## src/design/bdc_pkg.sv

```systemverilog
// Purpose: shared constants, encodings and helpers for the bridge data path slice
// Assumes: one clock domain; controller commands arrive on the same clock
// Notes: host and memory command codes are local choices; pci codes follow the bus map
package bdc_pkg;

	// ------------------------------------------------------------
	// widths and depths
	// ------------------------------------------------------------
	localparam int unsigned DATA_W = 64;
	localparam int unsigned DWORD_W = 32;
	localparam int unsigned BYTE_W = 8;
	localparam int unsigned MPAR_W = DATA_W / BYTE_W;
	localparam int unsigned ADDR_W = 32;
	localparam int unsigned PF_DEPTH = 4;
	localparam int unsigned PF_PTR_W = 2;
	localparam int unsigned FIFO_DEPTH = 16;
	localparam int unsigned PCI_PAR_W = 2;
	localparam int unsigned PCI_PAR_SEG = DWORD_W / PCI_PAR_W;

	// ------------------------------------------------------------
	// host command group codes
	// ------------------------------------------------------------
	localparam logic [4:0] HOST_NOP = 5'h00;
	localparam logic [4:0] HOST_CPU_MEM_READ_DRIVE = 5'h01;
	localparam logic [4:0] HOST_PF_FIRST = 5'h02;
	localparam logic [4:0] HOST_PF_TOGGLE_A = 5'h03;
	localparam logic [4:0] HOST_PF_TOGGLE_B = 5'h04;
	localparam logic [4:0] HOST_ADDR_DRIVE = 5'h05;

	// ------------------------------------------------------------
	// memory command group codes
	// ------------------------------------------------------------
	localparam logic [2:0] MEM_NOP = 3'h0;
	localparam logic [2:0] MEM_RD_FILL_FIRST = 3'h1;
	localparam logic [2:0] MEM_RD_FILL_NEXT = 3'h2;
	localparam logic [2:0] MEM_RETIRE_CPU_WR = 3'h3;
	localparam logic [2:0] MEM_RETIRE_PCI_WR = 3'h4;
	localparam logic [2:0] MEM_RETIRE_PCI_SHIFTED = 3'h5;
	localparam logic [2:0] MEM_DRIVE_HOLD = 3'h6;

	// ------------------------------------------------------------
	// pci command group codes (inbound parity ones)
	// ------------------------------------------------------------
	localparam logic [3:0] PCI_PF_LATCH_FIRST = 4'h0;
	localparam logic [3:0] PCI_PF_LATCH_TOGGLE_A = 4'h1;
	localparam logic [3:0] PCI_PF_LATCH_TOGGLE_B = 4'h2;
	localparam logic [3:0] PCI_LATCH_MASTER_ADDR = 4'h3;
	localparam logic [3:0] PCI_POST_WR_ADDR = 4'h8;
	localparam logic [3:0] PCI_POST_WR_DATA = 4'h9;

	localparam logic [PF_PTR_W-1:0] PF_PTR_FIRST = 2'h0;
	localparam logic [PF_PTR_W-1:0] PF_PTR_STEP = 2'h1;

	// ------------------------------------------------------------
	// state encodings
	// ------------------------------------------------------------
	typedef enum logic [2:0] {H_IDLE = 3'h1, H_ARM = 3'h2, H_DRIVE = 3'h4} bdc_host_st_t;
	typedef enum logic [1:0] {M_IDLE = 2'h1, M_DRIVE = 2'h2} bdc_mem_st_t;
	typedef enum logic [3:0] {TOG_NONE = 4'h1, TOG_FIRST = 4'h2, TOG_A = 4'h4, TOG_B = 4'h8} bdc_tog_t;

	// next prefetch pointer from previous and current toggle command
	function automatic logic [PF_PTR_W-1:0] pf_next_ptr(bdc_tog_t last, bdc_tog_t cmd,
		logic [PF_PTR_W-1:0] ptr);
		logic [PF_PTR_W-1:0] r;
		r = ptr;
		if (cmd == TOG_FIRST) begin
			r = PF_PTR_FIRST;
		end else if (cmd == TOG_A && (last == TOG_FIRST || last == TOG_B)) begin
			r = ptr + PF_PTR_STEP;
		end else if (cmd == TOG_B && last == TOG_A) begin
			r = ptr + PF_PTR_STEP;
		end
		return r;
	endfunction

	// pci parity, one bit per half dword
	function automatic logic [PCI_PAR_W-1:0] pci_par(logic [DWORD_W-1:0] d);
		logic [PCI_PAR_W-1:0] p;
		for (int i = 0; i < PCI_PAR_W; i++) begin
			p[i] = ^d[i*PCI_PAR_SEG +: PCI_PAR_SEG];
		end
		return p;
	endfunction

endpackage

```

## src/design/bdc_fifo.sv

```systemverilog
// Purpose: write data queue ahead of the memory retire path
// Assumes: single clock, clock enable freezes all state
// Notes: full and empty are registered flags
`timescale 1ns/1ns
module bdc_fifo #(
	parameter int unsigned WIDTH = 64,
	parameter int unsigned DEPTH = 16
) (
	// clock and reset
	input wire logic i_clk,
	input wire logic i_reset_n,
	input wire logic i_ce,
	// fill side
	input wire logic [WIDTH-1:0] i_in_data,
	input wire logic i_in_valid,
	output logic o_in_ready,
	// drain side
	output logic [WIDTH-1:0] o_out_data,
	output logic o_out_valid,
	input wire logic i_out_ready
);
	localparam int unsigned AW = $clog2(DEPTH);
	localparam logic [AW:0] CNT_ONE = (AW+1)'(1);
	localparam logic [AW:0] CNT_FULL = (AW+1)'(DEPTH);
	localparam logic [AW-1:0] PTR_ONE = AW'(1);
	localparam logic [AW-1:0] PTR_LAST = AW'(DEPTH - 1);

	typedef struct packed {
		logic [DEPTH-1:0][WIDTH-1:0] mem;
		logic [AW-1:0] wp;
		logic [AW-1:0] rp;
		logic [AW:0] cnt;
		logic full;
		logic empty;
	} bdc_fifo_st_t;

	bdc_fifo_st_t s_ff;
	bdc_fifo_st_t nxt_s;
	logic push;
	logic pop;

	// ------------------------------------------------------------
	// handshake and next state
	// ------------------------------------------------------------
	always_comb begin
		nxt_s = s_ff;
		push = i_in_valid && !s_ff.full;
		pop = i_out_ready && !s_ff.empty;
		if (push) begin
			nxt_s.mem[s_ff.wp] = i_in_data;
			nxt_s.wp = (s_ff.wp == PTR_LAST) ? '0 : s_ff.wp + PTR_ONE;
		end
		if (pop) begin
			nxt_s.rp = (s_ff.rp == PTR_LAST) ? '0 : s_ff.rp + PTR_ONE;
		end
		if (push && !pop) begin
			nxt_s.cnt = s_ff.cnt + CNT_ONE;
		end else if (pop && !push) begin
			nxt_s.cnt = s_ff.cnt - CNT_ONE;
		end
		nxt_s.full = (nxt_s.cnt == CNT_FULL);
		nxt_s.empty = (nxt_s.cnt == '0);
	end

	// state register
	always_ff @(posedge i_clk) begin
		if (!i_reset_n) begin
			s_ff <= '0;
			s_ff.empty <= 1'b1;
		end else if (i_ce) begin
			s_ff <= nxt_s;
		end
	end

	assign o_in_ready = !s_ff.full;
	assign o_out_valid = !s_ff.empty;
	assign o_out_data = s_ff.mem[s_ff.rp];

endmodule

```

## src/design/bdc_datapath.sv

```systemverilog
// Purpose: command driven data path slice between host, memory and pci buses
// Assumes: controller drives command groups synchronously on i_clk (20 MHz)
// Notes: pci enable release is combinational so the lines drop in the same cycle
//
// Notes on behaviour
// - host drive sampled: data bus driven after two cycles, address after one.
// - host nop sampled: host bus released after a single cycle.
// - memory read drive puts register data on host bus before memory data valid.
// - memory data/parity reach host through register; latch enable samples, else holds.
// - memory-sourced host data released only on nop together with memory latch enable.
// - memory fill commands capture memory data bus at end of that cycle.
// - retire starts memory bus drive; hold command keeps it; memory nop releases.
// - pci drive enable sampled; asserted in cycle N drives lines from N+1.
// - negating pci drive enable releases lines in the same cycle.
// - parity one clock after data inbound, same cycle as data outbound.
// - prefetch latch commands time parity like latch commands, inbound one clock later.
// - first-fill command latches pci lines into first location every cycle.
// - alternating toggles advance write pointer; repeated toggle overwrites same location.
// - host prefetch commands use the same toggle scheme for the read pointer.
// - host first-read drives host data two clocks after sampling.
// - host data follows current content of the prefetch location.
// - sub-dword reads re-drive the same dword without advancing, up to four times.
// - pci codes: first fill 0000b, toggle A 0001b, toggle B 0010b, inbound parity.
`timescale 1ns/1ns
module bdc_datapath #(
	parameter int unsigned DATA_W = bdc_pkg::DATA_W,
	parameter int unsigned ADDR_W = bdc_pkg::ADDR_W,
	parameter int unsigned FIFO_DEPTH = bdc_pkg::FIFO_DEPTH
) (
	// clock, reset, enable
	input wire logic i_clk,
	input wire logic i_reset_n,
	input wire logic i_ce,
	// controller command groups
	input wire logic [4:0] i_host_cmd_group,
	input wire logic [2:0] i_mem_cmd_group,
	input wire logic [3:0] i_pci_cmd_group,
	input wire logic i_mem_data_latch_en,
	input wire logic i_pci_bus_drive_en,
	// host bus
	input wire logic [ADDR_W-1:0] i_host_addr_src,
	output logic [ADDR_W-1:0] o_host_addr,
	output logic o_host_addr_oe,
	output logic [DATA_W-1:0] o_host_data_bus,
	output logic [bdc_pkg::MPAR_W-1:0] o_host_parity,
	output logic o_host_data_oe,
	// memory bus
	input wire logic [DATA_W-1:0] i_mem_data_bus,
	input wire logic [bdc_pkg::MPAR_W-1:0] i_mem_parity,
	output logic [DATA_W-1:0] o_mem_data_bus,
	output logic o_mem_data_oe,
	output logic [DATA_W-1:0] o_mem_fill_data,
	output logic o_mem_fill_valid,
	// write data queue fill side
	input wire logic [DATA_W-1:0] i_wr_data,
	input wire logic i_wr_valid,
	output logic o_wr_ready,
	// pci bus
	input wire logic [bdc_pkg::DWORD_W-1:0] i_pci_ad,
	input wire logic [bdc_pkg::DWORD_W-1:0] i_pci_tx_data,
	output logic [bdc_pkg::DWORD_W-1:0] o_pci_ad,
	output logic o_pci_ad_oe,
	output logic [bdc_pkg::PCI_PAR_W-1:0] o_pci_parity_out
);
	localparam int unsigned DW = bdc_pkg::DWORD_W;
	localparam int unsigned PW = bdc_pkg::PF_PTR_W;
	localparam int unsigned BW = bdc_pkg::BYTE_W;

	// ------------------------------------------------------------
	// state
	// ------------------------------------------------------------
	typedef struct packed {
		bdc_pkg::bdc_host_st_t hst;
		logic src_mem;
		logic [DATA_W-1:0] host_data;
		logic [bdc_pkg::MPAR_W-1:0] host_par;
		logic host_data_oe;
		logic [ADDR_W-1:0] host_addr;
		logic host_addr_oe;
		logic [DATA_W-1:0] mem_reg;
		logic [bdc_pkg::MPAR_W-1:0] mem_par_reg;
		bdc_pkg::bdc_mem_st_t mst;
		logic [DATA_W-1:0] mem_out;
		logic mem_oe;
		logic [DATA_W-1:0] fill_data;
		logic fill_valid;
		logic [bdc_pkg::PF_DEPTH-1:0][DW-1:0] pf;
		logic [PW-1:0] wr_ptr;
		logic [PW-1:0] rd_ptr;
		bdc_pkg::bdc_tog_t last_wr;
		bdc_pkg::bdc_tog_t last_rd;
		logic drv_pci;
		logic [DW-1:0] pci_ad;
		logic [bdc_pkg::PCI_PAR_W-1:0] pci_par;
	} bdc_dp_st_t;

	bdc_dp_st_t s_ff;
	bdc_dp_st_t nxt_s;

	// decoded commands
	logic host_nop;
	logic host_data_drive;
	logic host_release;
	logic mem_retire;
	logic mem_fill;
	logic pci_inbound;
	bdc_pkg::bdc_tog_t host_tog;
	bdc_pkg::bdc_tog_t pci_tog;

	// write queue drain side
	logic [DATA_W-1:0] q_data;
	logic q_valid;
	logic q_pop;

	// ------------------------------------------------------------
	// command decode
	// ------------------------------------------------------------
	always_comb begin
		host_nop = (i_host_cmd_group == bdc_pkg::HOST_NOP);
		host_data_drive = (i_host_cmd_group == bdc_pkg::HOST_CPU_MEM_READ_DRIVE) ||
			(i_host_cmd_group == bdc_pkg::HOST_PF_FIRST) ||
			(i_host_cmd_group == bdc_pkg::HOST_PF_TOGGLE_A) ||
			(i_host_cmd_group == bdc_pkg::HOST_PF_TOGGLE_B);
		// memory-sourced data waits for the latch enable before release
		host_release = host_nop && (!s_ff.src_mem || i_mem_data_latch_en);
		mem_retire = (i_mem_cmd_group == bdc_pkg::MEM_RETIRE_CPU_WR) ||
			(i_mem_cmd_group == bdc_pkg::MEM_RETIRE_PCI_WR) ||
			(i_mem_cmd_group == bdc_pkg::MEM_RETIRE_PCI_SHIFTED);
		mem_fill = (i_mem_cmd_group == bdc_pkg::MEM_RD_FILL_FIRST) ||
			(i_mem_cmd_group == bdc_pkg::MEM_RD_FILL_NEXT);
		// parity source: inbound for latch type commands
		pci_inbound = (i_pci_cmd_group == bdc_pkg::PCI_PF_LATCH_FIRST) ||
			(i_pci_cmd_group == bdc_pkg::PCI_PF_LATCH_TOGGLE_A) ||
			(i_pci_cmd_group == bdc_pkg::PCI_PF_LATCH_TOGGLE_B) ||
			(i_pci_cmd_group == bdc_pkg::PCI_LATCH_MASTER_ADDR) ||
			(i_pci_cmd_group == bdc_pkg::PCI_POST_WR_ADDR) ||
			(i_pci_cmd_group == bdc_pkg::PCI_POST_WR_DATA);
		unique case (i_host_cmd_group)
			bdc_pkg::HOST_PF_FIRST: host_tog = bdc_pkg::TOG_FIRST;
			bdc_pkg::HOST_PF_TOGGLE_A: host_tog = bdc_pkg::TOG_A;
			bdc_pkg::HOST_PF_TOGGLE_B: host_tog = bdc_pkg::TOG_B;
			default: host_tog = bdc_pkg::TOG_NONE;
		endcase
		unique case (i_pci_cmd_group)
			bdc_pkg::PCI_PF_LATCH_FIRST: pci_tog = bdc_pkg::TOG_FIRST;
			bdc_pkg::PCI_PF_LATCH_TOGGLE_A: pci_tog = bdc_pkg::TOG_A;
			bdc_pkg::PCI_PF_LATCH_TOGGLE_B: pci_tog = bdc_pkg::TOG_B;
			default: pci_tog = bdc_pkg::TOG_NONE;
		endcase
		q_pop = i_ce && mem_retire;
	end

	// ------------------------------------------------------------
	// write data queue
	// ------------------------------------------------------------
	bdc_fifo #(
		.WIDTH(DATA_W),
		.DEPTH(FIFO_DEPTH)
	) u_wr_queue (
		.i_clk(i_clk),
		.i_reset_n(i_reset_n),
		.i_ce(i_ce),
		.i_in_data(i_wr_data),
		.i_in_valid(i_wr_valid),
		.o_in_ready(o_wr_ready),
		.o_out_data(q_data),
		.o_out_valid(q_valid),
		.i_out_ready(q_pop)
	);

	// ------------------------------------------------------------
	// next state
	// ------------------------------------------------------------
	always_comb begin
		nxt_s = s_ff;

		// host data drive sequencer, two cycles to drive, one to release
		unique case (s_ff.hst)
			bdc_pkg::H_IDLE: begin
				if (host_data_drive) begin
					nxt_s.hst = bdc_pkg::H_ARM;
					nxt_s.src_mem = (i_host_cmd_group == bdc_pkg::HOST_CPU_MEM_READ_DRIVE);
				end
			end
			bdc_pkg::H_ARM: begin
				if (host_nop) begin
					nxt_s.hst = bdc_pkg::H_IDLE;
				end else begin
					nxt_s.hst = bdc_pkg::H_DRIVE;
				end
			end
			bdc_pkg::H_DRIVE: begin
				if (host_release) begin
					nxt_s.hst = bdc_pkg::H_IDLE;
				end else if (host_data_drive) begin
					nxt_s.src_mem = (i_host_cmd_group == bdc_pkg::HOST_CPU_MEM_READ_DRIVE);
				end
			end
		endcase
		nxt_s.host_data_oe = (nxt_s.hst == bdc_pkg::H_DRIVE);

		// host address drives one cycle after its command
		if (i_host_cmd_group == bdc_pkg::HOST_ADDR_DRIVE) begin
			nxt_s.host_addr_oe = 1'b1;
			nxt_s.host_addr = i_host_addr_src;
		end else if (host_nop) begin
			nxt_s.host_addr_oe = 1'b0;
		end

		// memory to host register, latch enable acts as clock enable
		if (i_mem_data_latch_en) begin
			nxt_s.mem_reg = i_mem_data_bus;
			nxt_s.mem_par_reg = i_mem_parity;
		end

		// host data source: memory register or current prefetch dword
		if (s_ff.src_mem) begin
			nxt_s.host_data = s_ff.mem_reg;
			nxt_s.host_par = s_ff.mem_par_reg;
		end else begin
			nxt_s.host_data = {(DATA_W / DW){s_ff.pf[s_ff.rd_ptr]}};
			for (int i = 0; i < bdc_pkg::MPAR_W; i++) begin
				nxt_s.host_par[i] = ^nxt_s.host_data[i*BW +: BW];
			end
		end

		// host read pointer follows the toggle scheme
		if (host_tog != bdc_pkg::TOG_NONE) begin
			nxt_s.rd_ptr = bdc_pkg::pf_next_ptr(s_ff.last_rd, host_tog, s_ff.rd_ptr);
			nxt_s.last_rd = host_tog;
		end

		// memory fill capture at the end of the command cycle
		nxt_s.fill_valid = mem_fill;
		if (mem_fill) begin
			nxt_s.fill_data = i_mem_data_bus;
		end

		// memory bus drive: retire starts, hold keeps, nop releases
		if (mem_retire) begin
			nxt_s.mst = bdc_pkg::M_DRIVE;
			if (i_mem_cmd_group == bdc_pkg::MEM_RETIRE_PCI_SHIFTED) begin
				nxt_s.mem_out = {q_data[DATA_W-DW-1:0], q_data[DATA_W-1:DATA_W-DW]};
			end else begin
				nxt_s.mem_out = q_data;
			end
		end else if (i_mem_cmd_group == bdc_pkg::MEM_NOP) begin
			nxt_s.mst = bdc_pkg::M_IDLE;
		end
		nxt_s.mem_oe = (nxt_s.mst == bdc_pkg::M_DRIVE);

		// pci drive enable sampled on the clock
		nxt_s.drv_pci = i_pci_bus_drive_en;
		nxt_s.pci_ad = i_pci_tx_data;
		if (pci_inbound) begin
			nxt_s.pci_par = bdc_pkg::pci_par(i_pci_ad);
		end else begin
			nxt_s.pci_par = bdc_pkg::pci_par(i_pci_tx_data);
		end

		// prefetch fill from pci lines, toggled write pointer
		if (pci_tog != bdc_pkg::TOG_NONE) begin
			nxt_s.wr_ptr = bdc_pkg::pf_next_ptr(s_ff.last_wr, pci_tog, s_ff.wr_ptr);
			nxt_s.last_wr = pci_tog;
			nxt_s.pf[nxt_s.wr_ptr] = i_pci_ad;
		end
	end

	// ------------------------------------------------------------
	// state register
	// ------------------------------------------------------------
	always_ff @(posedge i_clk) begin
		if (!i_reset_n) begin
			s_ff <= '0;
			s_ff.hst <= bdc_pkg::H_IDLE;
			s_ff.mst <= bdc_pkg::M_IDLE;
			s_ff.last_wr <= bdc_pkg::TOG_FIRST;
			s_ff.last_rd <= bdc_pkg::TOG_FIRST;
		end else if (i_ce) begin
			s_ff <= nxt_s;
		end
	end

	// ------------------------------------------------------------
	// outputs
	// ------------------------------------------------------------
	assign o_host_addr = s_ff.host_addr;
	assign o_host_addr_oe = s_ff.host_addr_oe;
	assign o_host_data_bus = s_ff.host_data;
	assign o_host_parity = s_ff.host_par;
	assign o_host_data_oe = s_ff.host_data_oe;
	assign o_mem_data_bus = s_ff.mem_out;
	assign o_mem_data_oe = s_ff.mem_oe;
	assign o_mem_fill_data = s_ff.fill_data;
	assign o_mem_fill_valid = s_ff.fill_valid;
	assign o_pci_ad = s_ff.pci_ad;
	// release without waiting for a clock edge
	assign o_pci_ad_oe = s_ff.drv_pci && i_pci_bus_drive_en;
	assign o_pci_parity_out = s_ff.pci_par;

	// ------------------------------------------------------------
	// checks
	// ------------------------------------------------------------
	chk_host_data_delay: assert property (@(posedge i_clk) disable iff (!i_reset_n)
		(i_ce && s_ff.hst == bdc_pkg::H_IDLE && host_data_drive) |=>
		(!o_host_data_oe and ((i_ce && !host_nop) |=> o_host_data_oe)))
		else $error("host data drive not two cycles after command");

	chk_host_addr_delay: assert property (@(posedge i_clk) disable iff (!i_reset_n)
		(i_ce && i_host_cmd_group == bdc_pkg::HOST_ADDR_DRIVE) |=>
		(o_host_addr_oe && o_host_addr == $past(i_host_addr_src)))
		else $error("host address not driven one cycle after command");

	chk_host_release: assert property (@(posedge i_clk) disable iff (!i_reset_n)
		(i_ce && o_host_data_oe && host_nop && (!s_ff.src_mem || i_mem_data_latch_en)) |=>
		!o_host_data_oe)
		else $error("host data not released after nop");

	chk_host_hold_mem_data_latch_en: assert property (@(posedge i_clk) disable iff (!i_reset_n)
		(i_ce && o_host_data_oe && s_ff.src_mem && !i_mem_data_latch_en) |=> o_host_data_oe)
		else $error("host data released without latch enable");

	chk_mem_reg_hold: assert property (@(posedge i_clk) disable iff (!i_reset_n)
		(i_ce && i_mem_data_latch_en) ##1 (i_ce && !i_mem_data_latch_en) |=>
		(s_ff.mem_reg == $past(i_mem_data_bus, 2)))
		else $error("memory register did not sample then hold");

	chk_mem_fill_cap: assert property (@(posedge i_clk) disable iff (!i_reset_n)
		(i_ce && mem_fill) |=> (o_mem_fill_valid && o_mem_fill_data == $past(i_mem_data_bus)))
		else $error("memory fill data not captured");

	chk_mem_drive_hold: assert property (@(posedge i_clk) disable iff (!i_reset_n)
		(i_ce && mem_retire) ##1 (i_ce && i_mem_cmd_group == bdc_pkg::MEM_DRIVE_HOLD) |=>
		o_mem_data_oe[*1] ##0 $stable(o_mem_data_bus))
		else $error("memory bus not held after retire");

	chk_mem_release: assert property (@(posedge i_clk) disable iff (!i_reset_n)
		(i_ce && i_mem_cmd_group == bdc_pkg::MEM_NOP) |=> !o_mem_data_oe)
		else $error("memory bus not released on nop");

	chk_pci_drive_start: assert property (@(posedge i_clk) disable iff (!i_reset_n)
		(i_ce && !i_pci_bus_drive_en) ##1 (i_ce && i_pci_bus_drive_en) |->
		!o_pci_ad_oe ##1 (!i_pci_bus_drive_en || o_pci_ad_oe))
		else $error("pci lines not driven the cycle after enable");

	chk_pci_release: assert property (@(posedge i_clk) disable iff (!i_reset_n)
		!i_pci_bus_drive_en |-> !o_pci_ad_oe)
		else $error("pci lines driven while enable negated");

	chk_pci_par_in: assert property (@(posedge i_clk) disable iff (!i_reset_n)
		(i_ce && pci_inbound) |=> (o_pci_parity_out == bdc_pkg::pci_par($past(i_pci_ad))))
		else $error("inbound parity not one clock after data");

	chk_pf_toggle_adv: assert property (@(posedge i_clk) disable iff (!i_reset_n)
		(i_ce && pci_tog == bdc_pkg::TOG_B && s_ff.last_wr == bdc_pkg::TOG_A) |=>
		(s_ff.wr_ptr == $past(s_ff.wr_ptr) + bdc_pkg::PF_PTR_STEP &&
		s_ff.pf[s_ff.wr_ptr] == $past(i_pci_ad)))
		else $error("toggle did not advance prefetch write pointer");

	chk_pf_read_same: assert property (@(posedge i_clk) disable iff (!i_reset_n)
		(i_ce && host_tog != bdc_pkg::TOG_NONE && host_tog == s_ff.last_rd &&
		host_tog != bdc_pkg::TOG_FIRST) |=> $stable(s_ff.rd_ptr))
		else $error("repeated host prefetch command moved read pointer");

endmodule

```

## config.mk

```make
export PLATFORM = sky130hd
export DESIGN_NAME = bdc_datapath
export DESIGN_NICKNAME = d
export VERILOG_FILES = /design/src/design/bdc_pkg.sv /design/src/design/bdc_fifo.sv /design/src/design/bdc_datapath.sv
export SDC_FILE = /design/constraint.sdc
export NUM_CORES = 2
export LEC_CHECK = 0
export BUFFER_PORTS_ARGS = -buffer_cell sky130_fd_sc_hd__buf_2
export CAP_MARGIN = 25
export CORE_AREA = 2 2 439 441
export DETAILED_ROUTE_END_ITERATION = 7
export DIE_AREA = 0 0 441 443
export GPL_TIMING_DRIVEN = 0
export PLACE_DENSITY_LB_ADDON = 0.08
export SLEW_MARGIN = 20
export SYNTH_ARGS = -nofsm -noshare
export SYNTH_HDL_FRONTEND = slang
export SYNTH_HIERARCHICAL = 1
export SYNTH_SLANG_ARGS = --single-unit
```

## constraint.sdc

```tcl
create_clock -name i_clk -period 3.5 [get_ports i_clk]
set_input_delay 0.35 -clock i_clk [delete_from_list [all_inputs] [get_ports i_clk]]
set_output_delay 0.35 -clock i_clk [all_outputs]
set_load 0.02 [all_outputs]
```

==> metrics.cfg <==
[die]
initial_core_util_pct = 34.75
die_w_um = 441
die_area_mm2 = 0.1954
fp-row-count = 161
die_h_um = 443
fp.coreArea_mm2 = 0.1912
io_pins = 522

[run]
drv_cap = 0

[synth]
synth_cell_types = 65
synth-async-reset-ratio_pct = 0
ys.flop_type = dfxtp_1
synth-edff-count = 0
syn_area_per_cell_um2 = 8.501
synth_top_area_share_pct = 46.05
syn-cell-area_mm2 = 0.06643
synth-seq-cells = 1528
syn_inst = 7815
yosysTopAreaCell = dfxtp_1
yosysSeqAreaShare_pct = 46.05
netlist_top_cells_area = dfxtp_1 (46%), nand2_1 (14%), a21oi_1 (11%), mux4_2 (9.8%), mux2i_1 (3.9%)
synth.net_count = 8072
yosys_warnings = 6

[sta]
rsz0062_at_grt = no
fmax_mhz = 282.2
setup_ws_ps = -43.23
period_needed_ps = 3543
final_max_slew_viol_count = 0
tightest_slew_ps = 1222
hold_violations = 0
fin_skew_ps = 29.92
max_slew_margin_pct = 18.51
post-route-period-util_pct = 101.2
fin_tns_setup_ps = -43.23
setup_viol = 1

[place]
hpwl_um = 225100
port_buffers = 457
gp_congestion = 0.9353
place_ws_ps = -1547

[drt]
drtAntennaViolNets = 0
detail_route.first_pass.iterations = 6
finalWirelength_um = 299700
post-route-drc-count = 0
num_vias = 59808
drt-initial-drc-count = 5289
wl_per_cell_um = 26.33
viasPerCell = 5.254

[finish]
drive_gt1_share_pct = 17.76
finish.utilization_pct = 41.99
area_delta_synth_final_pct = 20.83
nets = 8953
nFillCells = 19235

[grt]
track_usage_pct = 29.68
grt_max_degree = 17
antenna_found_initial = 34
grt_overflow = 0
grt_pass1_wl_um = 416600
first_global_vias = 57566

[setup_path]
required_ps = 4240
crit_arrival_ps = 4280
critPathLaunchType = flop
endpoint_kind = flop
path_class = flop to flop
worst-path-max-fanout = 10

[clock_network]
clock-sinks = 1528
cts_made_buffers = 173
cts_tree = yes
path_clk_slew_ps = 60
insertion_delay_ps = 840
clockBufferDepth = 3
cts-root-buf = clkbuf_16
cts.htree.levels = 4
cts_setup_buffers = 0

[power_and_ir_drop]
leakage_nw = 28.70
power_density_mw_per_mm2 = 490.7
vdd.ir_drop.worst_mv = 0.5652

[run_status]
violations = setup timing
outcome = finished with violations

[min_path]
hold_class = input port to flop

## per-layer routing
| layer | GRT usage (%) | vias up | routed length [um] |
|---|---|---|---|
| met4 | 17.70 | 4 | 19630 |
| met2 | 49.60 | 2272 | 143100 |
| met1 | 36.08 | 29183 | 118900 |
| met3 | 4.259 | 586 | 18010 |
| li1 | - | 27763 | - |
| met5 | 0 | - | 32 |
## flip-flops by register name, indices dropped and copies added (netlist names)
name              cells
o_host_data_bus      64
o_host_addr_oe        1
o_mem_fill_data      64
o_host_parity         8
o_pci_ad             32
o_host_data_oe        1
o_mem_fill_valid      1
o_mem_data_bus       64
s_ff                219
u_wr_queue/s_ff    1039
o_mem_data_oe         1
o_pci_parity_out      2
o_host_addr          32
## Yosys cell counts (4+ instances only)
library cell and number:
nand3_1 43, inv_1 12, nor2_2 10, nor3_4 4, nand3_2 6, dfxtp_1 1528, clkbuf_1 502, nand3b_1 14
ha_1 7, and3_1 6, a21oi_1 1402, xor2_1 13, mux4_2 288, buf_4 273, nand2b_1 10, a31oi_1 4
o211ai_1 5, buf_2 178, buf_6 14, o21ai_0 121, buf_1 18, nand2_1 2547, mux2i_1 262, xnor2_1 88
a211oi_1 132, nor2b_1 103, and2_1 4, nor3_1 17, nand4_1 6, nor2_1 140
## where the power goes
part	switching, mW	total [mW]	internal [mW]
Clock	7.75	18.0	10.3
Sequential	0.225	17.9	17.7
Combinational	2.26	3.44	1.18
Total	10.2	39.4	29.2
## critical path: stages (launching register included)
cell	delay (ps)
dfxtp_1	340
buf_2	270
clkbuf_2	530
clkbuf_4	500
mux4_2	320
mux2i_1	140
a21oi_1	710
mux2i_1	300
a211oi_1	290
## area by class of cell
| cell class | count | area (um2) | share of cell area [%] |
|---|---|---|---|
| inverter | 14 | 52.55 | 0.06547 |
| multi-input combinational | 5285 | 30860 | 38.44 |
| timing repair buffer | 706 | 4847 | 6.039 |
| tap | 2526 | 3161 | 3.937 |
| clock buffer | 278 | 5197 | 6.475 |
| antenna | 24 | 60.06 | 0.07482 |
| buffer | 988 | 5169 | 6.439 |
| clock inverter | 35 | 339.1 | 0.4224 |
| sequential | 1528 | 30590 | 38.11 |
## worst paths after layout
check	startpoint	endpoint	slack, ps	cells after the start
setup / recovery	u_wr_queue/s_ff[8]	o_mem_data_bus[10]	-40	8
hold / removal	i_wr_data[18]	u_wr_queue/s_ff[865]	50	3
setup reg to reg	u_wr_queue/s_ff[8]	o_mem_data_bus[10]	-40	8
hold reg to reg	s_ff[308]	s_ff[308]	450	2
## timing repair
item / in CTS / in global routing
gates resized for setup: 36 / 18
cloned: 0 / 0
hold buffers: 235 / 0
endpoints found under the setup margin: 75 / 17
hold endpoints to repair: 650 / 0
## kinds of logic (layout without fill, tap and decap cells)
| kind of cell | Yosys count | in the layout | synth area share (%) |
|---|---|---|---|
| AO/OA/AOI/OAI | 1687 | 1687 | 13.37 |
| XOR/XNOR | 101 | 101 | 1.332 |
| adder cells (fa/ha/maj) | 7 | 7 | 0.1318 |
| buffers and inverters | 1002 | 2021 | 7.748 |
| flip-flops | 1528 | 1528 | 46.05 |
| multiplexers | 550 | 550 | 13.71 |
| other | 0 | 24 | 0 |
| AND/OR/NAND/NOR | 2940 | 2940 | 17.66 |
## cells in the final DEF (no fill, tap or decap), types with 14 or more instances in the layout
| cell | instances |
|---|---|
| a211oi_1 | 132 |
| a21oi_1 | 1387 |
| a21oi_2 | 14 |
| buf_1 | 18 |
| buf_2 | 625 |
| buf_4 | 278 |
| buf_6 | 18 |
| clkbuf_1 | 534 |
| clkbuf_16 | 176 |
| clkbuf_2 | 24 |
| clkbuf_8 | 41 |
| clkinv_2 | 19 |
| dfxtp_1 | 1528 |
| diode_2 | 24 |
| dlygate4sd3_1 | 235 |
| mux2i_1 | 260 |
| mux4_2 | 288 |
| nand2_1 | 2546 |
| nand3_1 | 40 |
| nand3b_1 | 14 |
| nor2_1 | 137 |
| nor2b_1 | 102 |
| nor3_1 | 17 |
| o21ai_0 | 121 |
| xnor2_1 | 88 |
## per-stage QoR
stage / instances / hold slack [ps] / instance area [um2] / power [mW]
after global placement: 10798 / 438.4 / 71880 / 21.43
final: 11384 / 48.94 / 80270 / 39.39
after floorplan: 7815 / 428.6 / 66430 / 19.99
after detailed placement: 10810 / 443.3 / 72160 / 21.45
after CTS: 11358 / 13.24 / 80130 / 39.62
after global routing: 11378 / 50.44 / 80260 / 40.57
Note: power is estimated with default switching activity, not from simulation.
